**config.mk**
```make
export PLATFORM = sky130hd
export DESIGN_NAME = hsmt_mode_ctrl
export DESIGN_NICKNAME = d
export VERILOG_FILES = /design/src/hw/hsmt_mode_ctrl.v /design/src/hw/hsmt_delay_timer.v
export VERILOG_INCLUDE_DIRS = /design/src /design/src/hw
export SDC_FILE = /design/constraint.sdc
export NUM_CORES = 1
export LEC_CHECK = 0
export ABC_CLOCK_PERIOD_IN_PS = 6700
export BUFFER_PORTS_ARGS = -buffer_cell sky130_fd_sc_hd__buf_2
export CAP_MARGIN = 10
export CORE_ASPECT_RATIO = 1.25
export CORE_MARGIN = 3
export CORE_UTILIZATION = 27
export CTS_CLUSTER_SIZE = 28
export DETAILED_ROUTE_END_ITERATION = 12
export GPL_TIMING_DRIVEN = 0
export SLEW_MARGIN = 20
export SYNTH_ARGS = -nofsm -noshare
export SYNTH_HDL_FRONTEND = slang
export SYNTH_HIERARCHICAL = 1
export SYNTH_SLANG_ARGS = --single-unit
export TNS_END_PERCENT = 50
```
**constraint.sdc**
```tcl
create_clock -name sys_clk_in -period 6.7 [get_ports sys_clk_in]
set_clock_uncertainty 0.1 [all_clocks]
set_input_delay 1.34 -clock sys_clk_in [delete_from_list [all_inputs] [get_ports sys_clk_in]]
set_output_delay 1.34 -clock sys_clk_in [all_outputs]
set_load 0.01 [all_outputs]
```
**src/hw/hsmt_defines.vh**
```
// constants for the hall sensor mode and conversion timing block
`ifndef HSMT_DEFINES_VH
`define HSMT_DEFINES_VH

// ----------------------------------------------------------------------
// clock and timing figures
// ----------------------------------------------------------------------
`define HSMT_CLK_MHZ          200
`define HSMT_T_POWER_UP_US    270
`define HSMT_T_WAKE_US        50
`define HSMT_T_START_MEAS_US  70
`define HSMT_T_CONV_AVG0_US   50
`define HSMT_T_CONV_AVG5_US   825
`define HSMT_T_GO_SLEEP_US    20
`define HSMT_CYC(us)          ((us) * `HSMT_CLK_MHZ)

// ----------------------------------------------------------------------
// mode state codes
// ----------------------------------------------------------------------
`define HSMT_ST_POWER_UP      3'h0
`define HSMT_ST_SLEEP         3'h1
`define HSMT_ST_WAKING        3'h2
`define HSMT_ST_STANDBY       3'h3
`define HSMT_ST_STARTING      3'h4
`define HSMT_ST_MEASURE       3'h5
`define HSMT_ST_GOING_SLEEP   3'h6

// ----------------------------------------------------------------------
// field codes
// ----------------------------------------------------------------------
`define HSMT_AVG_CODE_MAX     3'h5
`define HSMT_TC_NONE          2'h0
`define HSMT_TC_012           2'h1
`define HSMT_TC_003           2'h2
`define HSMT_TC_020           2'h3
// compensation coefficients in units of 0.01 %/degC
`define HSMT_TC_VAL_NONE      5'h00
`define HSMT_TC_VAL_012       5'h0c
`define HSMT_TC_VAL_003       5'h03
`define HSMT_TC_VAL_020       5'h14
`define HSMT_CH_X             2'h0
`define HSMT_CH_Y             2'h1
`define HSMT_CH_Z             2'h2
`define HSMT_CH_TEMP          2'h3

`endif

```
**src/hw/hsmt_mode_ctrl.v**
```verilog
// mode sequencer, conversion timing and channel mux of the hall sensor
//
// Contract
// - the 2-bit compensation select gives 0, 0.12, 0.03 or 0.2 %/degC for all three axes.
// - after power-up the device reaches stand-by 270 us later and is not ready before.
// - waking from sleep takes 50 us to reach stand-by.
// - continuous measuring starts 70 us after the command from stand-by.
// - one single-channel conversion takes 50 us at averaging code 0 and 825 us at code 5.
// - sleep is entered 20 us after the serial clock returns high ending the command.
// - bus transactions are answered only in stand-by or continuous measure.
// - a matching address while asleep wakes the device without an acknowledge.
// - north on y or z and south on x give positive codes, opposite poles negative.
// - the three hall channels and temperature share one converter in turn.
`timescale 1ns/1ps
`default_nettype none
`include "hsmt_defines.vh"

module hsmt_mode_ctrl #(
  parameter        DATA_W       = 12,
  parameter        TW           = 18,
  parameter [TW-1:0] POWER_UP_CYC = `HSMT_CYC(`HSMT_T_POWER_UP_US),
  parameter [TW-1:0] CONV0_CYC    = `HSMT_CYC(`HSMT_T_CONV_AVG0_US),
  parameter [TW-1:0] CONV5_CYC    = `HSMT_CYC(`HSMT_T_CONV_AVG5_US)
) (
  input  wire              sys_clk_in,
  input  wire              rstn_in,
  input  wire              cmd_measure_in,
  input  wire              cmd_standby_in,
  input  wire              cmd_sleep_in,
  input  wire              scl_rise_in,
  input  wire              addr_match_in,
  input  wire              ack_req_in,
  input  wire [2:0]        averaging_select_in,
  input  wire [1:0]        temp_comp_select_in,
  input  wire [3:0]        chan_enable_in,
  input  wire              x_pole_south_in,
  input  wire              y_pole_north_in,
  input  wire              z_pole_north_in,
  input  wire [DATA_W-2:0] field_mag_in,
  input  wire [DATA_W-1:0] adc_sample_in,
  output reg  [2:0]        mode_out,
  output wire              ready_out,
  output wire              bus_accept_out,
  output wire              ack_out,
  output reg  [4:0]        temp_coeff_out,
  output reg  [1:0]        adc_chan_out,
  output reg               conv_active_out,
  output reg               result_valid_out,
  output reg  [1:0]        result_chan_out,
  output reg  [DATA_W-1:0] result_data_out
);

  localparam [TW-1:0] WAKE_CYC  = `HSMT_CYC(`HSMT_T_WAKE_US);
  localparam [TW-1:0] START_CYC = `HSMT_CYC(`HSMT_T_START_MEAS_US);
  localparam [TW-1:0] SLEEP_CYC = `HSMT_CYC(`HSMT_T_GO_SLEEP_US);
  localparam [TW-1:0] AVG_STEPS = {{(TW-3){1'b0}}, `HSMT_AVG_CODE_MAX};

  reg  [2:0]    next_mode;
  reg           sleep_pending;
  reg           tmr_load;
  reg  [TW-1:0] tmr_count;
  wire          tmr_done;
  reg           conv_first;
  reg  [1:0]    next_chan;

  // ----------------------------------------------------------------------
  // helper functions
  // ----------------------------------------------------------------------
  // conversion length grows linearly between the two timed codes
  function [TW-1:0] conv_cycles;
    input [2:0] avg;
    reg   [2:0] a;
    begin
      a = (avg > `HSMT_AVG_CODE_MAX) ? `HSMT_AVG_CODE_MAX : avg;
      conv_cycles = CONV0_CYC + ((CONV5_CYC - CONV0_CYC) / AVG_STEPS) * {{(TW-3){1'b0}}, a};
    end
  endfunction

  // next enabled channel after cur, wrapping; cur itself if alone
  function [1:0] pick_next;
    input [1:0] cur;
    input [3:0] en;
    reg   [1:0] c;
    reg   [1:0] res;
    reg         hit;
    integer     i;
    begin
      res = cur;
      hit = 1'b0;
      for (i = 1; i <= 4; i = i + 1) begin
        c = cur + i[1:0];
        if (!hit && en[c]) begin
          res = c;
          hit = 1'b1;
        end
      end
      pick_next = res;
    end
  endfunction

  // ----------------------------------------------------------------------
  // interval timer
  // ----------------------------------------------------------------------
  hsmt_delay_timer #(
    .WIDTH     (TW)
  ) u_timer (
    .sys_clk_in(sys_clk_in),
    .rstn_in   (rstn_in),
    .load_in   (tmr_load),
    .count_in  (tmr_count),
    .done_out  (tmr_done),
    .busy_out  ()
  );

  // ----------------------------------------------------------------------
  // mode sequencer
  // ----------------------------------------------------------------------
  // next mode and timer load; only the listed paths exist
  always @* begin
    next_mode = mode_out;
    tmr_load  = 1'b0;
    tmr_count = {TW{1'b0}};
    next_chan = pick_next(adc_chan_out, chan_enable_in);
    case (mode_out)
      `HSMT_ST_POWER_UP: begin
        if (tmr_done) next_mode = `HSMT_ST_STANDBY;
      end
      `HSMT_ST_SLEEP: begin
        if (addr_match_in) begin
          next_mode = `HSMT_ST_WAKING;
          tmr_load  = 1'b1;
          tmr_count = WAKE_CYC;
        end
      end
      `HSMT_ST_WAKING: begin
        if (tmr_done) next_mode = `HSMT_ST_STANDBY;
      end
      `HSMT_ST_STANDBY: begin
        if (cmd_measure_in && chan_enable_in != 4'h0) begin
          next_mode = `HSMT_ST_STARTING;
          tmr_load  = 1'b1;
          tmr_count = START_CYC;
        end
      end
      `HSMT_ST_STARTING: begin
        if (tmr_done) begin
          next_mode = `HSMT_ST_MEASURE;
          tmr_load  = 1'b1;
          tmr_count = conv_cycles(averaging_select_in);
          next_chan = pick_next(2'h3, chan_enable_in);
        end
      end
      `HSMT_ST_MEASURE: begin
        if (cmd_standby_in) begin
          next_mode = `HSMT_ST_STANDBY;
        end else if (tmr_done) begin
          tmr_load  = 1'b1; // back to back conversions
          tmr_count = conv_cycles(averaging_select_in);
        end
      end
      `HSMT_ST_GOING_SLEEP: begin
        if (tmr_done) next_mode = `HSMT_ST_SLEEP;
      end
      default: next_mode = `HSMT_ST_STANDBY;
    endcase
    // sleep request counts from the scl rise that ends the transfer
    if (sleep_pending && scl_rise_in &&
        (mode_out == `HSMT_ST_STANDBY || mode_out == `HSMT_ST_MEASURE)) begin
      next_mode = `HSMT_ST_GOING_SLEEP;
      tmr_load  = 1'b1;
      tmr_count = SLEEP_CYC;
    end
    // power-up load rides on the reset release cycle
    if (mode_out == `HSMT_ST_POWER_UP && !conv_first) begin
      tmr_load  = 1'b1;
      tmr_count = POWER_UP_CYC;
    end
  end

  // state, sleep request latch and power-up start flag
  always @(posedge sys_clk_in or negedge rstn_in) begin
    if (!rstn_in) begin
      mode_out      <= `HSMT_ST_POWER_UP;
      sleep_pending <= 1'b0;
      conv_first    <= 1'b0;
    end else begin
      mode_out   <= next_mode;
      conv_first <= 1'b1;
      if (cmd_sleep_in && bus_accept_out) begin
        sleep_pending <= 1'b1;
      end else if (next_mode == `HSMT_ST_GOING_SLEEP) begin
        sleep_pending <= 1'b0;
      end
    end
  end

  // ----------------------------------------------------------------------
  // bus acceptance
  // ----------------------------------------------------------------------
  assign ready_out      = (mode_out == `HSMT_ST_STANDBY) || (mode_out == `HSMT_ST_MEASURE);
  assign bus_accept_out = ready_out;
  // sleeping address wakes but never acks, the controller expects the nack
  assign ack_out        = ack_req_in && ready_out;

  // ----------------------------------------------------------------------
  // shared converter channel and results
  // ----------------------------------------------------------------------
  // one converter, channels walked in turn
  always @(posedge sys_clk_in or negedge rstn_in) begin
    if (!rstn_in) begin
      adc_chan_out     <= `HSMT_CH_X;
      conv_active_out  <= 1'b0;
      result_valid_out <= 1'b0;
      result_chan_out  <= `HSMT_CH_X;
      result_data_out  <= {DATA_W{1'b0}};
    end else begin
      conv_active_out  <= (next_mode == `HSMT_ST_MEASURE);
      result_valid_out <= 1'b0;
      if (tmr_load && next_mode == `HSMT_ST_MEASURE) begin
        adc_chan_out <= next_chan;
      end
      if (mode_out == `HSMT_ST_MEASURE && tmr_done && !cmd_standby_in) begin
        result_valid_out <= 1'b1;
        result_chan_out  <= adc_chan_out;
        case (adc_chan_out)
          // south on x, north on y and z read positive
          `HSMT_CH_X: result_data_out <= x_pole_south_in ?
                                         {1'b0, field_mag_in} : -{1'b0, field_mag_in};
          `HSMT_CH_Y: result_data_out <= y_pole_north_in ?
                                         {1'b0, field_mag_in} : -{1'b0, field_mag_in};
          `HSMT_CH_Z: result_data_out <= z_pole_north_in ?
                                         {1'b0, field_mag_in} : -{1'b0, field_mag_in};
          default:    result_data_out <= adc_sample_in;
        endcase
      end
    end
  end

  // ----------------------------------------------------------------------
  // temperature compensation coefficient
  // ----------------------------------------------------------------------
  // one coefficient shared by x, y and z
  always @(posedge sys_clk_in or negedge rstn_in) begin
    if (!rstn_in) begin
      temp_coeff_out <= `HSMT_TC_VAL_NONE;
    end else begin
      case (temp_comp_select_in)
        `HSMT_TC_012: temp_coeff_out <= `HSMT_TC_VAL_012;
        `HSMT_TC_003: temp_coeff_out <= `HSMT_TC_VAL_003;
        `HSMT_TC_020: temp_coeff_out <= `HSMT_TC_VAL_020;
        default:      temp_coeff_out <= `HSMT_TC_VAL_NONE;
      endcase
    end
  end

endmodule // hsmt_mode_ctrl

`default_nettype wire

```
**src/hw/hsmt_delay_timer.v**
```verilog
// down counter that measures one mode or conversion interval
`timescale 1ns/1ps
`default_nettype none

module hsmt_delay_timer #(
  parameter WIDTH = 18
) (
  input  wire             sys_clk_in,
  input  wire             rstn_in,
  input  wire             load_in,
  input  wire [WIDTH-1:0] count_in,
  output wire             done_out,
  output wire             busy_out
);

  reg [WIDTH-1:0] remain;

  // ----------------------------------------------------------------------
  // counter
  // ----------------------------------------------------------------------
  // load wins over counting so a restart is never missed
  always @(posedge sys_clk_in or negedge rstn_in) begin
    if (!rstn_in) begin
      remain <= {WIDTH{1'b0}};
    end else if (load_in) begin
      remain <= count_in;
    end else if (remain != {WIDTH{1'b0}}) begin
      remain <= remain - {{(WIDTH-1){1'b0}}, 1'b1};
    end
  end

  // no load term here: the sequencer derives its load from done, a loop otherwise
  assign done_out = (remain == {{(WIDTH-1){1'b0}}, 1'b1});
  assign busy_out = (remain != {WIDTH{1'b0}});

endmodule // hsmt_delay_timer

`default_nettype wire

```
**Yosys cells after proc, flatten, opt, wreduce, memory -nomap -nowiden**

Cells that the tools add are included.

- Flip-flop bits (word level): 46
- Bits in latches: 0
- RAM bits: 0
- ROM bits: 0
- Output and inout port bits: 29
- Logic and storage cells: 130
- Memories: 0

- Add/subtract/negate cells: 6
- Multipliers: 1
- Div/mod/pow operators: 0
- Order comparisons: 5
- Equal/unequal tests: 14
- Shifts and indexed selects: 0
- Mux-type cells: 63
- Bitwise logic cells: 0
- Reductions and logical operators: 31

Operator list:

| cell | count |
|---|---|
| two-way mux 18 bit | 6 |
| one-hot mux 18 bit (4 select lines) | 1 |
| two-way mux 12 bit | 3 |
| one-hot mux 12 bit (3 select lines) | 1 |
| two-way mux 14 bit | 2 |
| two-way mux 1 bit | 25 |
| two-way mux 3 bit | 8 |
| two-way mux 2 bit | 10 |
| adder 14 x 18 -> 18 bit, first input constant | 1 |
| equality test 18 x 1 -> 1 bit, second input constant | 1 |
| one-hot mux 3 bit (6 select lines) | 1 |
| nonzero test 18 bit | 1 |
| subtractor 18 x 1 -> 18 bit, second input constant | 1 |
| equality test 3 bit, second input constant | 5 |
| logical AND 1 bit | 15 |
| multiplier 12 x 3 -> 15 bit, first input constant | 1 |
| one-hot mux 5 bit (3 select lines) | 1 |
| < comparator 2 x 3 -> 1 bit, second input constant | 4 |
| negator 11 -> 12 bit | 1 |
| binary-select mux 1 bit (select 2 bit) | 4 |
| logical NOT 1 bit | 8 |
| equality test 2 bit, second input constant | 3 |
| equality test 3 x 2 -> 1 bit, second input constant | 2 |
| adder 2 bit, second input constant | 2 |
| other kinds (11) | 13 |

**Depth between registers and ports, before layout**

- Word-level depth: 18
- Mapped depth: 14

**Hierarchy**

Netlist, hierarchy kept.

By module, submodules not included:

| module | times used | cells an instance | area each (sq um) | sequential area each (sq um) |
|---|---|---|---|---|
| hsmt_mode_ctrl | 1 | 310 | 2562.5 | 675.6 |
| hsmt_delay_timer | 1 | 121 | 1154.9 | 450.4 |

**Worst setup path before layout**

OpenSTA, ideal clock, no wires.

- Kind: in2reg
- Start point: in averaging_select_in[2]
- End point: reg u_timer.remain[15]
- Setup time: 87 ps
- Data arrival time: 3540 ps
- Data required time: 6513 ps
- Setup slack: 2973 ps
- Stages: 11
- Buffers on the path: 0
- Path through: inv_1 > nand2_1 > fa_1 > ha_1 > inv_1 > fa_1 > a311oi_1 > xor2_1 > o21ai_0 > nor2_1 > a211oi_2

- Cells in the longest elaborated chain, start to end: 10

RTL lines:

| element | RTL line | RTL |
|---|---|---|
| start: declaration | hsmt_mode_ctrl.v:33 | `input wire [2:0] averaging_select_in,` |
| greater-than comparator 3 bit (no line) | n/a |  |
| two-way mux 3 bit (*) | hsmt_mode_ctrl.v:74 | `` a = (avg > `HSMT_AVG_CODE_MAX) ? `HSMT_AVG_CODE_MAX : avg; `` |
| multiplier 12 x 3 -> 15 bit (*) | hsmt_mode_ctrl.v:75 | `conv_cycles = CONV0_CYC + ((CONV5_CYC - CONV0_CYC) / AVG_STEPS) * {{(TW-3){1'b0}}, a};` |
| adder 14 x 18 -> 18 bit (*) | hsmt_mode_ctrl.v:75 |  |
| two-way mux 18 bit (*) | hsmt_mode_ctrl.v:146, hsmt_mode_ctrl.v:156 |  |
| two-way mux 18 bit | hsmt_mode_ctrl.v:154 | `if (cmd_standby_in) begin` |
| one-hot mux 18 bit (4 select lines) (*) | hsmt_mode_ctrl.v:124 | `case (mode_out)` |
| two-way mux 18 bit (*) | hsmt_mode_ctrl.v:167 | `if (sleep_pending && scl_rise_in &&` |
| two-way mux 18 bit (*) | hsmt_mode_ctrl.v:174 | `` if (mode_out == `HSMT_ST_POWER_UP && !conv_first) begin `` |
| via tmr_count[15] | hsmt_mode_ctrl.v:61 | `reg [TW-1:0] tmr_count;` |
| two-way mux 18 bit (*) | hsmt_delay_timer.v:25 | `end else if (load_in) begin` |
| end signal: assignment | hsmt_delay_timer.v:24 | `remain <= {WIDTH{1'b0}};` |
| end signal: assignment | hsmt_delay_timer.v:26 | `remain <= count_in;` |
| end signal: assignment | hsmt_delay_timer.v:28 | `remain <= remain - {{(WIDTH-1){1'b0}}, 1'b1};` |
| end: declaration | hsmt_delay_timer.v:16 | `reg [WIDTH-1:0] remain;` |

Mark *: on every way through the listed nets, which the timed path passes. The rest lies on a longest branch.
A chain may end at the register's enable or synchronous reset.

**Worst setup path in the final report**

- Start point: reg u_timer.remain[6]
- End point: reg u_timer.remain[8]

- Cells in the longest elaborated chain, start to end: 7
- Elaborated cells between the ends (all ways): 16

RTL lines:

| element | RTL line | RTL |
|---|---|---|
| equality test 18 x 1 -> 1 bit (*) | hsmt_delay_timer.v:33 | `assign done_out = (remain == {{(WIDTH-1){1'b0}}, 1'b1});` |
| via tmr_done | hsmt_mode_ctrl.v:62 | `wire tmr_done;` |
| two-way mux 1 bit (*) | hsmt_mode_ctrl.v:146, hsmt_mode_ctrl.v:156 |  |
| two-way mux 1 bit | hsmt_mode_ctrl.v:154 |  |
| one-hot mux 1 bit (4 select lines) (*) | hsmt_mode_ctrl.v:124 |  |
| two-way mux 1 bit (*) | hsmt_mode_ctrl.v:167 |  |
| two-way mux 1 bit (*) | hsmt_mode_ctrl.v:174 |  |
| via tmr_load | hsmt_mode_ctrl.v:60 | `reg tmr_load;` |
| two-way mux 18 bit or nonzero test 2 bit (tied branches) | n/a |  |

Mark *: on every way through the listed nets, which the timed path passes. The rest lies on a longest branch. The select of a mux whose other input is x is not followed.

==> impl_metrics.py <==
metrics = {
    "outcome": {
        "status": "completed",
    },
    "routing": {
        "routed_wl_um": 9774,
        "drcViolationCount": 0,
        "num_vias": 3437,
        "drt_first_pass_iters": 5,
        "wire_per_inst_um": 14.39,
        "ant_nets": 0,
        "viasPerCell": 5.062,
        "drtIter0Drc": 217,
    },
    "sta": {
        "hold_viol": 0,
        "fin_ws_ns": 2.479,
        "period_needed_ns": 4.221,
        "worstMarginPinSlew_ns": 0.6151,
        "setup_tns_ns": 0,
        "setup_viol": 0,
        "slew_violations": 0,
        "fmax_ghz": 0.2369,
        "slew-limit-headroom_pct": 58.84,
        "rsz0062_at_grt": "false",
        "period_share_pct": 63.01,
        "whs_ns": 0.3720,
    },
    "grt": {
        "grt_max_degree": 46,
        "grt_busiest_layer": "met2",
        "grt_pass1_wl_um": 16540,
        "grt_pass1_vias": 3487,
        "met2_usage_pct": 23.41,
        "antenna_found_initial": 0,
        "grt_use_met3_pct": 2.742,
        "grt_use_total_pct": 13.00,
        "globalRouteMet1Util_pct": 15.20,
        "grt.overflow.total": 0,
    },
    "logic_synthesis": {
        "syn_inst": 430,
        "synth_area_per_cell_um2": 8.636,
        "netlist_area_um2": 3714,
        "yosysWarnings": 6,
    },
    "critical_path": {
        "crit_type": "reg2reg",
        "cp.arrival_ns": 4.26,
        "ff2ff_setup_slack_ns": 2.48,
        "reg2reg_depth": 14,
        "startpoint_type": "flip-flop",
        "critPathMaxFanout": 10,
        "worst_ep_required_time_ns": 6.73,
        "cp-endpoint": "u_timer/remain[8]",
        "critPathLaunch": "u_timer/remain[6]",
        "regToRegStartpoint": "u_timer/remain[6]",
        "reg2reg_to": "u_timer/remain[8]",
        "endpoint_kind": "flip-flop",
    },
    "pwr": {
        "p_seq_share_pct": 33.7,
        "power_switching_mw": 0.4817,
        "clkPwrFrac_pct": 20.2,
        "p_int_mw": 0.7100,
        "finalPower_mw": 1.192,
        "max-vdd-ir-drop_uv": 108.5,
        "power_frac_comb_pct": 46.1,
        "p_per_area_nw_per_um2": 270.0,
        "leakage_nw": 2.035,
        "sw_frac_of_total_pct": 40.42,
    },
    "place": {
        "hpwl_um": 7493,
        "port_buffers": 68,
        "globalplace.congestion": 0.9012,
        "dpl_cell_area_um2": 4278,
        "place_ws_ns": 2.519,
        "placed_cells": 671,
    },
    "cells_and_area": {
        "fin_util_pct": 33.07,
        "area_delta_synth_final_pct": 18.87,
        "n_fill_cell": 1420,
        "stdcell_area_um2": 4414,
        "drive_above_1_share_pct": 21.85,
        "n_antenna_cell": 0,
        "layout.cells.non_filler": 679,
        "nNetsFinal": 569,
    },
    "cts": {
        "cts_resized": 0,
        "worstSkewPairLatency_ns": 0.28,
        "postCtsHoldBufs": 0,
        "clk_path_buf_depth": 2,
        "clk_pin_slew_worst_paths_ns": 0.07,
        "cts_made_buffers": 5,
        "cts_setup_buffers": 0,
        "h-tree-depth": 2,
        "tritoncts": "built",
        "root_buffer": "clkbuf_16",
        "cts.sinks": 45,
    },
    "die": {
        "io_pins": 72,
        "die_y_um": 137.1,
        "initial_core_util_pct": 27.82,
        "core_um2": 13350,
        "die_x_um": 110.9,
        "fp-row-count": 47,
        "dieArea_um2": 15210,
    },
    "job": {
        "maxCapViolCount": 0,
    },
    "min_path": {
        "hold_class": "reg2reg",
    },
}
[how the worst min path moves through the flow]
stage,from,to,slack (ns),cells after the start
after floorplan,sleep_pending,sleep_pending,0.40,2
after global placement,result_data_out[6],result_data_out[6],0.36,2
after detailed placement,result_data_out[6],result_data_out[6],0.36,2
after CTS,result_data_out[6],result_data_out[6],0.38,2
after global routing,result_data_out[8],result_data_out[8],0.39,2
final,result_data_out[6],result_data_out[6],0.37,2
[final cells by class]
| type | instances | area (µm²) | area share, % |
|---|---|---|---|
| repair buffers | 68 | 342.8 | 7.766 |
| plain buffers | 29 | 161.4 | 3.656 |
| multi-input cells | 336 | 2351 | 53.26 |
| flip-flops and latches | 45 | 1126 | 25.51 |
| well taps | 171 | 214.0 | 4.847 |
| clock buffers | 8 | 136.4 | 3.090 |
| inverters | 22 | 82.58 | 1.871 |
[cells in the final DEF, fill, tap and decap left out, drive strengths merged, types with 3 or more instances in the layout]
master and n:
nor2b 14, o21a 3, a2111oi 4, ha 16, o21ai 23, dfrtp 45, inv 21, xnor2 13
nor3 20, mux2 4, fa 3, conb 4, xor2 9, a31oi 3, mux2i 9, clkbuf 25
a21oi 15, buf 80, nand2 36, nand3b 4, a221oi 4, nor4 11, o211ai 4, or3 4
or3b 5, and3 7, nor2 32, or4 7, nand2b 6, a21o 10, a311oi 3, o31ai 14
and2 8, nand3 9, a211oi 12
[power by group through the flow]
stage	Sequential (mW)	Combinational, mW	Clock, mW
after floorplan	0.395	0.418	0
after global placement	0.402	0.539	0
after detailed placement	0.404	0.549	0
after CTS	0.400	0.551	0.253
after global routing	0.413	0.619	0.261
final	0.401	0.549	0.241
[worst max-delay path, stage by stage, from the launching register on]
cell and delay (ns):
dfrtp_1 0.41, or4_4 0.54, buf_6 0.16, nor3_1 0.17, and2_1 0.27, and3_1 0.34
nand3b_1 0.19, a21o_1 0.19, clkbuf_1 0.20, nand3_1 0.13, clkbuf_1 0.40, clkinv_1 0.36
clkbuf_1 0.34, nor2_1 0.21, a31oi_1 0.05
[metal layers]
layer  vias to the layer above  share of wire (%)
met4                         0                1.2
met1                      1623                 43
li1                       1705                  -
met2                        99                 50
met5                         -                  0
met3                        10                5.0
[sequential cells by signal (all words and copies together), names as in the netlist, 2 cells and up]
name / flops
adc_chan_out: 2
mode_out: 3
result_chan_out: 2
result_data_out: 12
temp_coeff_out: 4
u_timer/remain: 18
No activity file was read; power rests on OpenSTA's default activity.
